### src/shared/tioc_pkg.sv
package tioc_pkg;

    ////////////////////////////////////////////////////////////////////////////////
    // bus geometry
    localparam int ADDR_W  = 8;
    localparam int DATA_W  = 32;
    localparam int STRB_W  = 4;

    // register byte addresses, one aligned word each
    localparam logic [7:0] REG_CTRL  = 8'h00;   // operation mode
    localparam logic [7:0] REG_START = 8'h04;   // start current setting in percent
    localparam logic [7:0] REG_LIVE  = 8'h08;   // live trip flags, read only
    localparam logic [7:0] REG_EVENT = 8'h0c;   // sticky on/off events, cleared by read
    localparam logic [7:0] REG_MASK  = 8'h10;   // interrupt mask, same layout as events

    // axi response codes
    localparam logic [1:0] RESP_OKAY   = 2'h0;
    localparam logic [1:0] RESP_SLVERR = 2'h2;

    ////////////////////////////////////////////////////////////////////////////////
    // operation mode field, ctrl bits [1:0]
    localparam int         MODE_W    = 2;
    localparam logic [1:0] MODE_OFF  = 2'h0;
    localparam logic [1:0] MODE_PEAK = 2'h1;
    localparam logic [1:0] MODE_FUND = 2'h2;

    // start current field, start bits [11:0]
    localparam int          START_W   = 12;
    localparam int          THR_W     = 13;
    localparam logic [11:0] START_MIN = 12'h014;
    localparam logic [11:0] START_MAX = 12'hbb8;
    localparam logic [11:0] START_DEF = 12'h0c8;

    // measured quantities, same percent scale as the start setting
    localparam int MEAS_W = 16;

    // drop-out ratio 0.85 expressed as 17/20
    localparam int          CALC_W   = 24;
    localparam logic [23:0] DROP_NUM = 24'h000011;
    localparam logic [23:0] DROP_DEN = 24'h000014;

    // event field layout
    localparam int NUM_TRIP    = 4;
    localparam int EVT_W       = 8;
    localparam int EVT_ON_LSB  = 0;
    localparam int EVT_OFF_LSB = 4;

    ////////////////////////////////////////////////////////////////////////////////
    // the four trip flags travel together
    typedef struct packed {
        logic gen;
        logic p3;
        logic p2;
        logic p1;
    } tioc_trips_s;

endpackage

### src/design/tioc_top.sv
`timescale 1ns/1ps
// Notes on behaviour
// inhibit input forces every trip flag low
// doubler input doubles the start threshold
// one trip flag per phase above threshold
// general trip is any phase tripped
// each trip change logs on/off event
// live trip flags readable as status
// peak mode: 0.85 dropout, fast trip, reset
// fundamental mode: 0.85 dropout, trip, reset
// trip decision without added delay
// mode selects off, peak or fundamental
// start setting 20 to 3000, default 200
// pickup needs strictly greater than threshold
// mode off holds all trips low
module tioc_top (
    // clock and reset
    input  wire logic                          aclk,
    input  wire logic                          aresetn,
    // axi4-lite write address
    input  wire logic [tioc_pkg::ADDR_W-1:0]   s_axi_awaddr,
    input  wire logic [2:0]                    s_axi_awprot,
    input  wire logic                          s_axi_awvalid,
    output wire logic                          s_axi_awready,
    // axi4-lite write data
    input  wire logic [tioc_pkg::DATA_W-1:0]   s_axi_wdata,
    input  wire logic [tioc_pkg::STRB_W-1:0]   s_axi_wstrb,
    input  wire logic                          s_axi_wvalid,
    output wire logic                          s_axi_wready,
    // axi4-lite write response
    output logic      [1:0]                    s_axi_bresp,
    output logic                               s_axi_bvalid,
    input  wire logic                          s_axi_bready,
    // axi4-lite read address
    input  wire logic [tioc_pkg::ADDR_W-1:0]   s_axi_araddr,
    input  wire logic [2:0]                    s_axi_arprot,
    input  wire logic                          s_axi_arvalid,
    output wire logic                          s_axi_arready,
    // axi4-lite read data
    output logic      [tioc_pkg::DATA_W-1:0]   s_axi_rdata,
    output logic      [1:0]                    s_axi_rresp,
    output logic                               s_axi_rvalid,
    input  wire logic                          s_axi_rready,
    // user binary inputs
    input  wire logic                          protection_inhibit_in,
    input  wire logic                          setting_doubler_in,
    // measured quantities from preprocessing
    input  wire logic [tioc_pkg::MEAS_W-1:0]   phase1_fundamental_rms,
    input  wire logic [tioc_pkg::MEAS_W-1:0]   phase2_fundamental_rms,
    input  wire logic [tioc_pkg::MEAS_W-1:0]   phase3_fundamental_rms,
    input  wire logic [tioc_pkg::MEAS_W-1:0]   phase1_peak_value,
    input  wire logic [tioc_pkg::MEAS_W-1:0]   phase2_peak_value,
    input  wire logic [tioc_pkg::MEAS_W-1:0]   phase3_peak_value,
    // trip outputs
    output wire logic                          phase1_trip,
    output wire logic                          phase2_trip,
    output wire logic                          phase3_trip,
    output wire logic                          any_phase_trip,
    // interrupt
    output logic                               irq
);

    ////////////////////////////////////////////////////////////////////////////////
    // functions

    // word address of a byte address
    function automatic logic [tioc_pkg::ADDR_W-1:0] word_of(
        input logic [tioc_pkg::ADDR_W-1:0] a
    );
        word_of = {a[tioc_pkg::ADDR_W-1:2], 2'h0};
    endfunction

    // true for an address that holds a register
    function automatic logic is_mapped(input logic [tioc_pkg::ADDR_W-1:0] a);
        logic [tioc_pkg::ADDR_W-1:0] w;
        w = word_of(a);
        is_mapped = (w == tioc_pkg::REG_CTRL) || (w == tioc_pkg::REG_START) ||
                    (w == tioc_pkg::REG_LIVE) || (w == tioc_pkg::REG_EVENT) ||
                    (w == tioc_pkg::REG_MASK);
    endfunction

    // keep the start setting inside its legal range
    function automatic logic [tioc_pkg::START_W-1:0] clamp_start(
        input logic [tioc_pkg::START_W-1:0] v
    );
        if (v < tioc_pkg::START_MIN) begin
            clamp_start = tioc_pkg::START_MIN;
        end else if (v > tioc_pkg::START_MAX) begin
            clamp_start = tioc_pkg::START_MAX;
        end else begin
            clamp_start = v;
        end
    endfunction

    // one phase: strict pickup when idle, hold until below 0.85 of threshold
    function automatic logic phase_decide(
        input logic                        held,
        input logic [tioc_pkg::MEAS_W-1:0] m,
        input logic [tioc_pkg::THR_W-1:0]  t
    );
        logic [tioc_pkg::CALC_W-1:0] m_wide;
        logic [tioc_pkg::CALC_W-1:0] t_wide;
        logic [tioc_pkg::CALC_W-1:0] m_scaled;
        logic [tioc_pkg::CALC_W-1:0] t_scaled;
        m_wide   = tioc_pkg::CALC_W'(m);
        t_wide   = tioc_pkg::CALC_W'(t);
        m_scaled = tioc_pkg::CALC_W'(m_wide * tioc_pkg::DROP_DEN);
        t_scaled = tioc_pkg::CALC_W'(t_wide * tioc_pkg::DROP_NUM);
        if (held) begin
            phase_decide = !(m_scaled < t_scaled);
        end else begin
            phase_decide = m_wide > t_wide;
        end
    endfunction

    ////////////////////////////////////////////////////////////////////////////////
    // registers and internal signals
    logic [tioc_pkg::MODE_W-1:0]  mode;
    logic [tioc_pkg::START_W-1:0] start_pct;
    logic [tioc_pkg::EVT_W-1:0]   evt;
    logic [tioc_pkg::EVT_W-1:0]   evt_mask;
    tioc_pkg::tioc_trips_s        trips;
    tioc_pkg::tioc_trips_s        next_trips;
    logic [tioc_pkg::EVT_W-1:0]   next_evt;
    logic [tioc_pkg::THR_W-1:0]   threshold;
    logic                         func_on;
    logic [tioc_pkg::MEAS_W-1:0]  meas1;
    logic [tioc_pkg::MEAS_W-1:0]  meas2;
    logic [tioc_pkg::MEAS_W-1:0]  meas3;
    logic                         aw_held;
    logic                         w_held;
    logic [tioc_pkg::ADDR_W-1:0]  aw_addr;
    logic [tioc_pkg::DATA_W-1:0]  w_data;
    logic [tioc_pkg::STRB_W-1:0]  w_strb;
    logic                         do_write;
    logic                         do_read;
    logic                         rd_evt_clear;
    logic [tioc_pkg::START_W-1:0] start_merged;
    logic [tioc_pkg::DATA_W-1:0]  rd_word;

    ////////////////////////////////////////////////////////////////////////////////
    // axi write channel: address and data taken in either order
    assign s_axi_awready = !aw_held && !s_axi_bvalid;
    assign s_axi_wready  = !w_held && !s_axi_bvalid;
    assign do_write      = aw_held && w_held && !s_axi_bvalid;

    // capture write address
    always_ff @(posedge aclk) begin
        if (!aresetn) begin
            aw_held <= 1'b0;
            aw_addr <= '0;
        end else if (s_axi_awvalid && s_axi_awready) begin
            aw_held <= 1'b1;
            aw_addr <= s_axi_awaddr;
        end else if (do_write) begin
            aw_held <= 1'b0;
        end
    end

    // capture write data
    always_ff @(posedge aclk) begin
        if (!aresetn) begin
            w_held <= 1'b0;
            w_data <= '0;
            w_strb <= '0;
        end else if (s_axi_wvalid && s_axi_wready) begin
            w_held <= 1'b1;
            w_data <= s_axi_wdata;
            w_strb <= s_axi_wstrb;
        end else if (do_write) begin
            w_held <= 1'b0;
        end
    end

    // write response, error for unmapped address
    always_ff @(posedge aclk) begin
        if (!aresetn) begin
            s_axi_bvalid <= 1'b0;
            s_axi_bresp  <= tioc_pkg::RESP_OKAY;
        end else if (do_write) begin
            s_axi_bvalid <= 1'b1;
            s_axi_bresp  <= is_mapped(aw_addr) ? tioc_pkg::RESP_OKAY : tioc_pkg::RESP_SLVERR;
        end else if (s_axi_bready) begin
            s_axi_bvalid <= 1'b0;
        end
    end

    // start setting merged byte by byte before clamping
    assign start_merged = {w_strb[1] ? w_data[11:8] : start_pct[11:8],
                           w_strb[0] ? w_data[7:0]  : start_pct[7:0]};

    ////////////////////////////////////////////////////////////////////////////////
    // settings registers
    always_ff @(posedge aclk) begin
        if (!aresetn) begin
            mode      <= tioc_pkg::MODE_OFF;
            start_pct <= tioc_pkg::START_DEF;
            evt_mask  <= '0;
        end else if (do_write) begin
            if (word_of(aw_addr) == tioc_pkg::REG_CTRL && w_strb[0]) begin
                mode <= w_data[tioc_pkg::MODE_W-1:0];
            end
            if (word_of(aw_addr) == tioc_pkg::REG_START && (|w_strb[1:0])) begin
                start_pct <= clamp_start(start_merged);
            end
            if (word_of(aw_addr) == tioc_pkg::REG_MASK && w_strb[0]) begin
                evt_mask <= w_data[tioc_pkg::EVT_W-1:0];
            end
        end
    end

    ////////////////////////////////////////////////////////////////////////////////
    // axi read channel
    assign s_axi_arready = !s_axi_rvalid;
    assign do_read       = s_axi_arvalid && s_axi_arready;
    assign rd_evt_clear  = do_read && (word_of(s_axi_araddr) == tioc_pkg::REG_EVENT);

    // read multiplexer, unused bits read zero
    always_comb begin
        rd_word = '0;
        case (word_of(s_axi_araddr))
            tioc_pkg::REG_CTRL:  rd_word[tioc_pkg::MODE_W-1:0]   = mode;
            tioc_pkg::REG_START: rd_word[tioc_pkg::START_W-1:0]  = start_pct;
            tioc_pkg::REG_LIVE:  rd_word[tioc_pkg::NUM_TRIP-1:0] = trips;
            tioc_pkg::REG_EVENT: rd_word[tioc_pkg::EVT_W-1:0]    = evt;
            tioc_pkg::REG_MASK:  rd_word[tioc_pkg::EVT_W-1:0]    = evt_mask;
            default:             rd_word = '0;
        endcase
    end

    // read data held until accepted
    always_ff @(posedge aclk) begin
        if (!aresetn) begin
            s_axi_rvalid <= 1'b0;
            s_axi_rdata  <= '0;
            s_axi_rresp  <= tioc_pkg::RESP_OKAY;
        end else if (do_read) begin
            s_axi_rvalid <= 1'b1;
            s_axi_rdata  <= rd_word;
            s_axi_rresp  <= is_mapped(s_axi_araddr) ? tioc_pkg::RESP_OKAY
                                                    : tioc_pkg::RESP_SLVERR;
        end else if (s_axi_rready) begin
            s_axi_rvalid <= 1'b0;
        end
    end

    ////////////////////////////////////////////////////////////////////////////////
    // instantaneous decision
    assign threshold = setting_doubler_in ? {start_pct, 1'b0}
                                          : {1'b0, start_pct};
    assign func_on   = ((mode == tioc_pkg::MODE_PEAK) || (mode == tioc_pkg::MODE_FUND)) &&
                       !protection_inhibit_in;
    assign meas1     = (mode == tioc_pkg::MODE_PEAK) ? phase1_peak_value
                                                     : phase1_fundamental_rms;
    assign meas2     = (mode == tioc_pkg::MODE_PEAK) ? phase2_peak_value
                                                     : phase2_fundamental_rms;
    assign meas3     = (mode == tioc_pkg::MODE_PEAK) ? phase3_peak_value
                                                     : phase3_fundamental_rms;

    // per-phase flags and their union
    always_comb begin
        next_trips.p1  = func_on && phase_decide(trips.p1, meas1, threshold);
        next_trips.p2  = func_on && phase_decide(trips.p2, meas2, threshold);
        next_trips.p3  = func_on && phase_decide(trips.p3, meas3, threshold);
        next_trips.gen = next_trips.p1 || next_trips.p2 || next_trips.p3;
    end

    // trip flags updated every cycle, one cycle from input to output
    always_ff @(posedge aclk) begin
        if (!aresetn) begin
            trips <= '0;
        end else begin
            trips <= next_trips;
        end
    end

    assign phase1_trip    = trips.p1;
    assign phase2_trip    = trips.p2;
    assign phase3_trip    = trips.p3;
    assign any_phase_trip = trips.gen;

    ////////////////////////////////////////////////////////////////////////////////
    // events: on in low nibble, off in high nibble; a new event beats the read clear
    always_comb begin
        next_evt = rd_evt_clear ? '0 : evt;
        next_evt[tioc_pkg::EVT_ON_LSB +: tioc_pkg::NUM_TRIP] =
            next_evt[tioc_pkg::EVT_ON_LSB +: tioc_pkg::NUM_TRIP] | (next_trips & ~trips);
        next_evt[tioc_pkg::EVT_OFF_LSB +: tioc_pkg::NUM_TRIP] =
            next_evt[tioc_pkg::EVT_OFF_LSB +: tioc_pkg::NUM_TRIP] | (trips & ~next_trips);
    end

    // sticky event register
    always_ff @(posedge aclk) begin
        if (!aresetn) begin
            evt <= '0;
        end else begin
            evt <= next_evt;
        end
    end

    // interrupt level from unmasked events
    always_ff @(posedge aclk) begin
        if (!aresetn) begin
            irq <= 1'b0;
        end else begin
            irq <= |(next_evt & evt_mask);
        end
    end

endmodule

### config.mk
export PLATFORM = sky130hd
export DESIGN_NAME = tioc_top
export DESIGN_NICKNAME = d
export VERILOG_FILES = /design/src/shared/tioc_pkg.sv /design/src/design/tioc_top.sv
export SDC_FILE = /design/constraint.sdc
export NUM_CORES = 1
export LEC_CHECK = 0
export ABC_CLOCK_PERIOD_IN_PS = 11800
export BUFFER_PORTS_ARGS = -buffer_cell sky130_fd_sc_hd__buf_2
export CORE_MARGIN = 4
export CORE_UTILIZATION = 40
export CTS_CLUSTER_SIZE = 16
export DETAILED_ROUTE_END_ITERATION = 8
export SLEW_MARGIN = 20
export SYNTH_ARGS = -nofsm -noshare
export SYNTH_HDL_FRONTEND = slang
export SYNTH_SLANG_ARGS = --single-unit
export TNS_END_PERCENT = 20
### constraint.sdc
create_clock -name aclk -period 11.8 [get_ports aclk]
set_input_delay 0 -clock aclk [delete_from_list [all_inputs] [get_ports aclk]]
set_output_delay 0 -clock aclk [all_outputs]
set_load 0.02 [all_outputs]
Word level (Yosys, flattened, before mapping)
Index checks and enable logic that the tools add are counted.

Bits of input ports: 163. Bits in read-only memories: 0. Bits in latches: 0. Logic and storage cells: 118. Output and inout port bits: 46. Bits in writable memories: 0. Memories kept: 0. Register bits after elaboration: 77.

Div/mod/pow operators: 0. Add/subtract/negate cells: 0. Magnitude comparators: 8. Bitwise operators: 7. Equality and inequality tests: 10. Multipliers: 4. Multiplexer cells: 25. Shift operators: 0. Reduce and logical (&&, ||, !) cells: 45.

Operators with widths (count): 21-bit by 18-bit less-than comparator with 1-bit output (3); 16-bit by 3-bit multiplier with 19-bit output, second input constant (3); 16-bit by 13-bit > comparator with 1-bit output (3); 16-bit two-way mux (3); 6-bit by 2-bit equality test with 1-bit output, second input constant (4); 12-bit two-way mux (2); 13-bit by 5-bit multiplier with 18-bit output, second input constant (1); 8-bit two-way mux (2); 1-bit logical AND (15); 13-bit two-way mux (1); 6-bit by 1-bit equality test with 1-bit output, second input constant (2); 6-bit by 3-bit equality test with 1-bit output, second input constant (2); 12-bit > comparator, second input constant (1); 6-bit logical NOT (2); 12-bit by 5-bit less-than comparator with 1-bit output, second input constant (1); 4-bit one-hot mux with 3 select lines (1); 1-bit logical OR (11); 1-bit two-way mux (10); 2-bit one-hot mux with 5 select lines (1); 4-bit AND (2); 8-bit AND (1); 1-bit logical NOT (8); 4-bit two-way mux (2); 4-bit NOT (2); other kinds (9) (16).

Logic depth before layout (Yosys ltp)
Word-level depth: 14. Gate-level depth with buffers: 28. Depth with buffers taken out: 26.

Least setup slack after synthesis
Ideal clock, no wire load.

Kind: reg2reg. Start point: register mode[1] (netlist bit). End point: register irq. Library setup time: 0.120 ns. Cell stages (with the launch flop): 28. Buffers on the path: 4. Required time: 11.680 ns. Setup slack: 5.331 ns. Arrival time: 6.350 ns. Period minus slack after synthesis: 6.469 ns. Cells stage by stage: dfxtp_1 inv_1 ha_1 buf_6 clkbuf_1 buf_1 clkbuf_1 mux2_2 ha_1 ha_1 fa_1 a211oi_1 nor2_1 o41a_1 a21oi_1 o21bai_1 a21oi_1 o21ai_0 xor2_1 ha_1 nor2b_1 o21ai_0 or3b_2 a21o_1 o21ai_0 o311a_1 nor3b_1 o31a_1.

Longest elaborated chain between the ends: 14. Elaborated cells between the ends (all ways): 34. Classes of those cells: mul (3); order compare (6); eq/ne (2); mux (6); bitwise (6); reduce/logical (11).

Ends and longest elaborated chain: start, declared (RTL line tioc_top.sv:118) `logic [tioc_pkg::MODE_W-1:0] mode;`; start signal, assigned (RTL line tioc_top.sv:196) `mode <= tioc_pkg::MODE_OFF;`; start signal, assigned (RTL line tioc_top.sv:201) `mode <= w_data[tioc_pkg::MODE_W-1:0];`; 2-bit by 1-bit equality test with 1-bit output; 16-bit two-way mux (on tied branches) (RTL line tioc_top.sv:253, tioc_top.sv:255); 16-bit by 3-bit multiplier with 19-bit output (RTL line tioc_top.sv:107) `m_scaled = tioc_pkg::CALC_W'(m_wide * tioc_pkg::DROP_DEN);`; 21-bit by 18-bit less-than comparator with 1-bit output (RTL line tioc_top.sv:110) `phase_decide = !(m_scaled < t_scaled);`; 1-bit logical NOT (RTL line tioc_top.sv:110); 1-bit two-way mux (RTL line tioc_top.sv:109) `if (held) begin`; 1-bit logical AND (on tied branches) (RTL line tioc_top.sv:262, tioc_top.sv:263); 1-bit logical OR (2 in a row) (RTL line tioc_top.sv:265) `next_trips.gen = next_trips.p1 || next_trips.p2 || next_trips.p3;`; 4-bit NOT (RTL line tioc_top.sv:289) `next_evt[tioc_pkg::EVT_OFF_LSB +: tioc_pkg::NUM_TRIP] | (trips & ~next_trips);`; 4-bit AND (RTL line tioc_top.sv:289); 4-bit OR (RTL line tioc_top.sv:289); 8-bit AND * (RTL line tioc_top.sv:306) `irq <= |(next_evt & evt_mask);`; 8-bit OR reduction * (RTL line tioc_top.sv:306); end signal, assigned (RTL line tioc_top.sv:306); end, declared (RTL line tioc_top.sv:60) `output logic irq`.

Mark *: on every way between the ends. The rest lies on a longest branch, timed or not. A chain may end at the register's enable or synchronous reset.

Final worst setup path
Start point: register mode[0] (netlist bit). End point: register irq.

The elaborated chain is that of the path after synthesis.

==> summary.md <==
| Metric | Value |
|---|---|
| DP Area | roughly 10000 sq um |
| Max-cap viol count | 0 |
| Crit path largest cell delay | between 0.6 and 0.7 ns |
| RSZ-0062 raised after global routing | no |
| Max IR drop VDD | between 0.1 and 0.15 mV |
| CP Launch Type | flip-flop |
| Total track usage | 19.84% |
| PD cells | approximately 85 nW/um^2 |
| Fmax | roughly 150 MHz |
| Initial DRC Count | roughly 580 |
| Crit path required time | roughly 12 ns |
| Final global-route overflow total | 0 |
| Routed Antenna Nets | 0 |
| TritonRoute pass-1 iters | 6 |
| Worst Hold Path EP | phase3_trip$_SDFF_PN0_ |
| DR vias/cell | 5.405 |
| Final net count | roughly 1700 |
| Status | complete, no violations |
| Drt total wl | roughly 27 mm |
| Most used cell, CP | ha_1 |
| Ant. Diodes | 0 |
| Post-synth EDFFs | 0 |
| IO buf count | 154 |
| Num Clock Sinks | between 70 and 80 |
| Post-Layout Cell Count | 1629 |
| Final setup viols | 0 |
| HP Start | protection_inhibit_in |
| Worst min-delay path class | in -> reg |
| CP endpoint kind | flip-flop |
| CP max-delay cell | o311ai_0 |
| Synth-to-Final Area Change | 16.55% |
| Die width | about 160 um |
| Most frequent cell after synthesis | ha_1 |
| Endpoints failing hold | 0 |
| First-pass GRT wire length | around 43 mm |
| Synth Register Bits | 73 |
| Sequential-to-total area share from yosys stat | about 16% |
| TritonCTS clock tree | built |
| Clk_skew | approximately 0.0055 ns |
| Number of antenna violations at the first check in global routing | 1 |
| Final Cycle Share | around 56% |
| Clk root buf | clkbuf_16 |
| Synth Instances | 1172 |
| Tot Pwr | slightly above 900 uW |
| R2R setup slack | 5.18 ns |
| Die height | between 150 and 200 um |
| YS warnings | 0 |
| Crit path DAT | roughly 6.8 ns |
| R2r endpoint | irq$_SDFF_PN0_ |
| Post-synth top flop | dfxtp_1 |
| Number of buffers created by CTS | 9 |
| Area contributors post-synth | ha_1 23%, dfxtp_1 16%, a21oi_1 6.5%, mux2i_1 5.5%, nor2_1 4.2% |
| Leakage power | just under 5 nW |
| Post-CTS sizing | 0 |
| Vias in the first global route | roughly 8400 |
| H-tree Lvls | 3 |
| Top Ports | ~210 |
| Rel. slew slack | approximately two fifths |
| FFs w/ async S/R, synth | 0% |
| Clock slew at reported path FFs | approximately 0.05 ns |
| Distinct cells, synth | 73 |
| Core Rows | 55 |
| Worst Setup SP | mode[0]$_SDFFE_PN0P_ |
| Post-synth top area share | 23.10% |
| Core area | between 20000 and 25000 sq um |
| Design area | 10790 sq um |
| Die area | 25650 sq um |
| Leading area contributor after synthesis | ha_1 |
| Crit-path cells | ha_2 > buf_4 > mux2_2 > ha_1 > ha_1 > fa_1 > a211oi_1 > o211ai_1 > a31oi_1 > nor2b_1 > nor2_1 > xnor2_1 > ha_1 > a21o_1 > a21oi_1 > nand3_1 > o311ai_0 > nand2_1 > o311ai_0 > o311a_1 > nor3b_1 > o31a_1 |
| Worst slack, placed | between 5 and 6 ns |
| Final HPWL from detailed placement | between 20 and 25 mm |
| Post-layout min period | around 6.6 ns |
| Clock Latency Late Sink | 0.33 ns |
| GPL Wtd Cong | 0.8971 |
| Sum Neg Setup Slack | 0 ns |
| DRC | 0 |
| RR Startpoint | mode[0]$_SDFFE_PN0P_ |
| WL per Instance | about 16 um |
| Slew Limit Fails | 0 |
| Share of cells above drive strength 1 | between 10% and 20% |
| Cell Area, Synth | 9260 sq um |
| Clock Path Buffers | 2 |
| Setup CP Type | reg -> reg |
| Placed cells | around 1600 |
| Initial Util | approximately two fifths |
| Largest net degree at the start of global routing | 69 |
| WHS Path Cells | 3 |
| Routed via count | between 8000 and 9000 |
| Crit path max fanout | 56 |
| Actual slew at the worst max-slew pin | 0.9038 ns |
| Syn avg cell area | ~7.9 sq um |
| Setup WS post-layout | ~5.2 ns |
| Worst Reg-to-Reg Cells | 22 |
| Top cells by count, synth | 171 x ha_1, 120 x a21oi_1, 104 x nor2_1 |
[cells in the final DEF, fill, tap and decap left out, types with 22 or more instances in the layout]
cell type      netlist  final
dlygate4sd3_1        0     24
inv_1               70     70
mux2_2              30     30
xnor2_1             31     31
conb_1               1     22
mux2i_1             51     51
a21oi_1            120    120
xor2_1              27     27
dfxtp_1             73     73
nor2_1             104    104
ha_1               171    170
o21ai_0             51     51
buf_2                0    154
nand3_1             32     32
nand2_1             98     98
[layer usage]
layer	vias up	GRT usage [%]	part of all wire, %
li1	4595	-	-
met2	225	32.91	46
met5	-	0	0.075
met3	31	2.813	4.6
met4	2	4.302	1.3
met1	3951	27.45	49
[flip-flops by register name (all words and copies together) (netlist names), 2 cells and up]
| register | count |
|---|---|
| s_axi_rdata | 12 |
| start_pct | 12 |
| w_data | 12 |
| evt | 8 |
| evt_mask | 8 |
| aw_addr | 6 |
| mode | 2 |
| w_strb | 2 |
[cell families (layout without fill, tap and decap cells)]
logic type,after synthesis,count (layout),synth area share (%)
AND/OR/NAND/NOR,349,349,18.00
AO/OA/AOI/OAI,314,314,21.69
adder cells (fa/ha/maj),175,175,23.97
buffers and inverters,121,272,5.878
multiplexers,81,81,9.161
flip-flops,73,73,15.78
XOR/XNOR,58,58,5.486
other,1,22,0.04050
[worst max-delay path by stage]
stage,to,slack (ns),cells after the start
after floorplan,irq$_SDFF_PN0_,5.33,27
after global placement,irq$_SDFF_PN0_,5.31,22
after detailed placement,irq$_SDFF_PN0_,5.27,22
after CTS,irq$_SDFF_PN0_,5.19,22
after global routing,irq$_SDFF_PN0_,4.74,23
final,irq$_SDFF_PN0_,5.18,22
[power by group]
part	internal, mW	leakage [nW]	switching (mW)	total [mW]
sequential	0.254	0.593	0.00837	0.263
clock	0.175	0.149	0.102	0.277
combinational	0.167	4.17	0.212	0.380
total	0.597	4.92	0.323	0.919
[timing repair]
item,CTS,global route
hold buffers,24,0
hold endpoints to repair,27,0
buffers inserted,0,0
[metrics by stage]
stage / hold slack (ns) / utilization (%)
floorplan: 0.09902 / -
global placement: 0.1849 / 45.11
detailed placement: 0.1887 / 45.11
CTS: 0.06000 / 47.52
global route: 0.09194 / 47.53
finish: 0.08761 / 47.53
[cell type report]
type | count | area (sq um)
repair buffers | 185 | 1064
inverters | 71 | 267.8
clock inverters | 4 | 51.30
flip-flops and latches | 73 | 1461
well taps | 285 | 356.6
clock buffers | 12 | 256.5
multi-input cells | 999 | 7336
fillers | 2303 | 11920
[critical path: cells and delay by family (launching register included)]
family / cells / cell delay, ns
multiplexers: 1 / 0.46
XOR/XNOR: 1 / 0.13
AO/OA/AOI/OAI: 9 / 3.01
AND/OR/NAND/NOR: 5 / 0.46
adder cells (fa/ha/maj): 5 / 1.40
buffers and inverters: 1 / 0.59
flip-flops: 1 / 0.38
No activity file was read; power rests on OpenSTA's default activity.
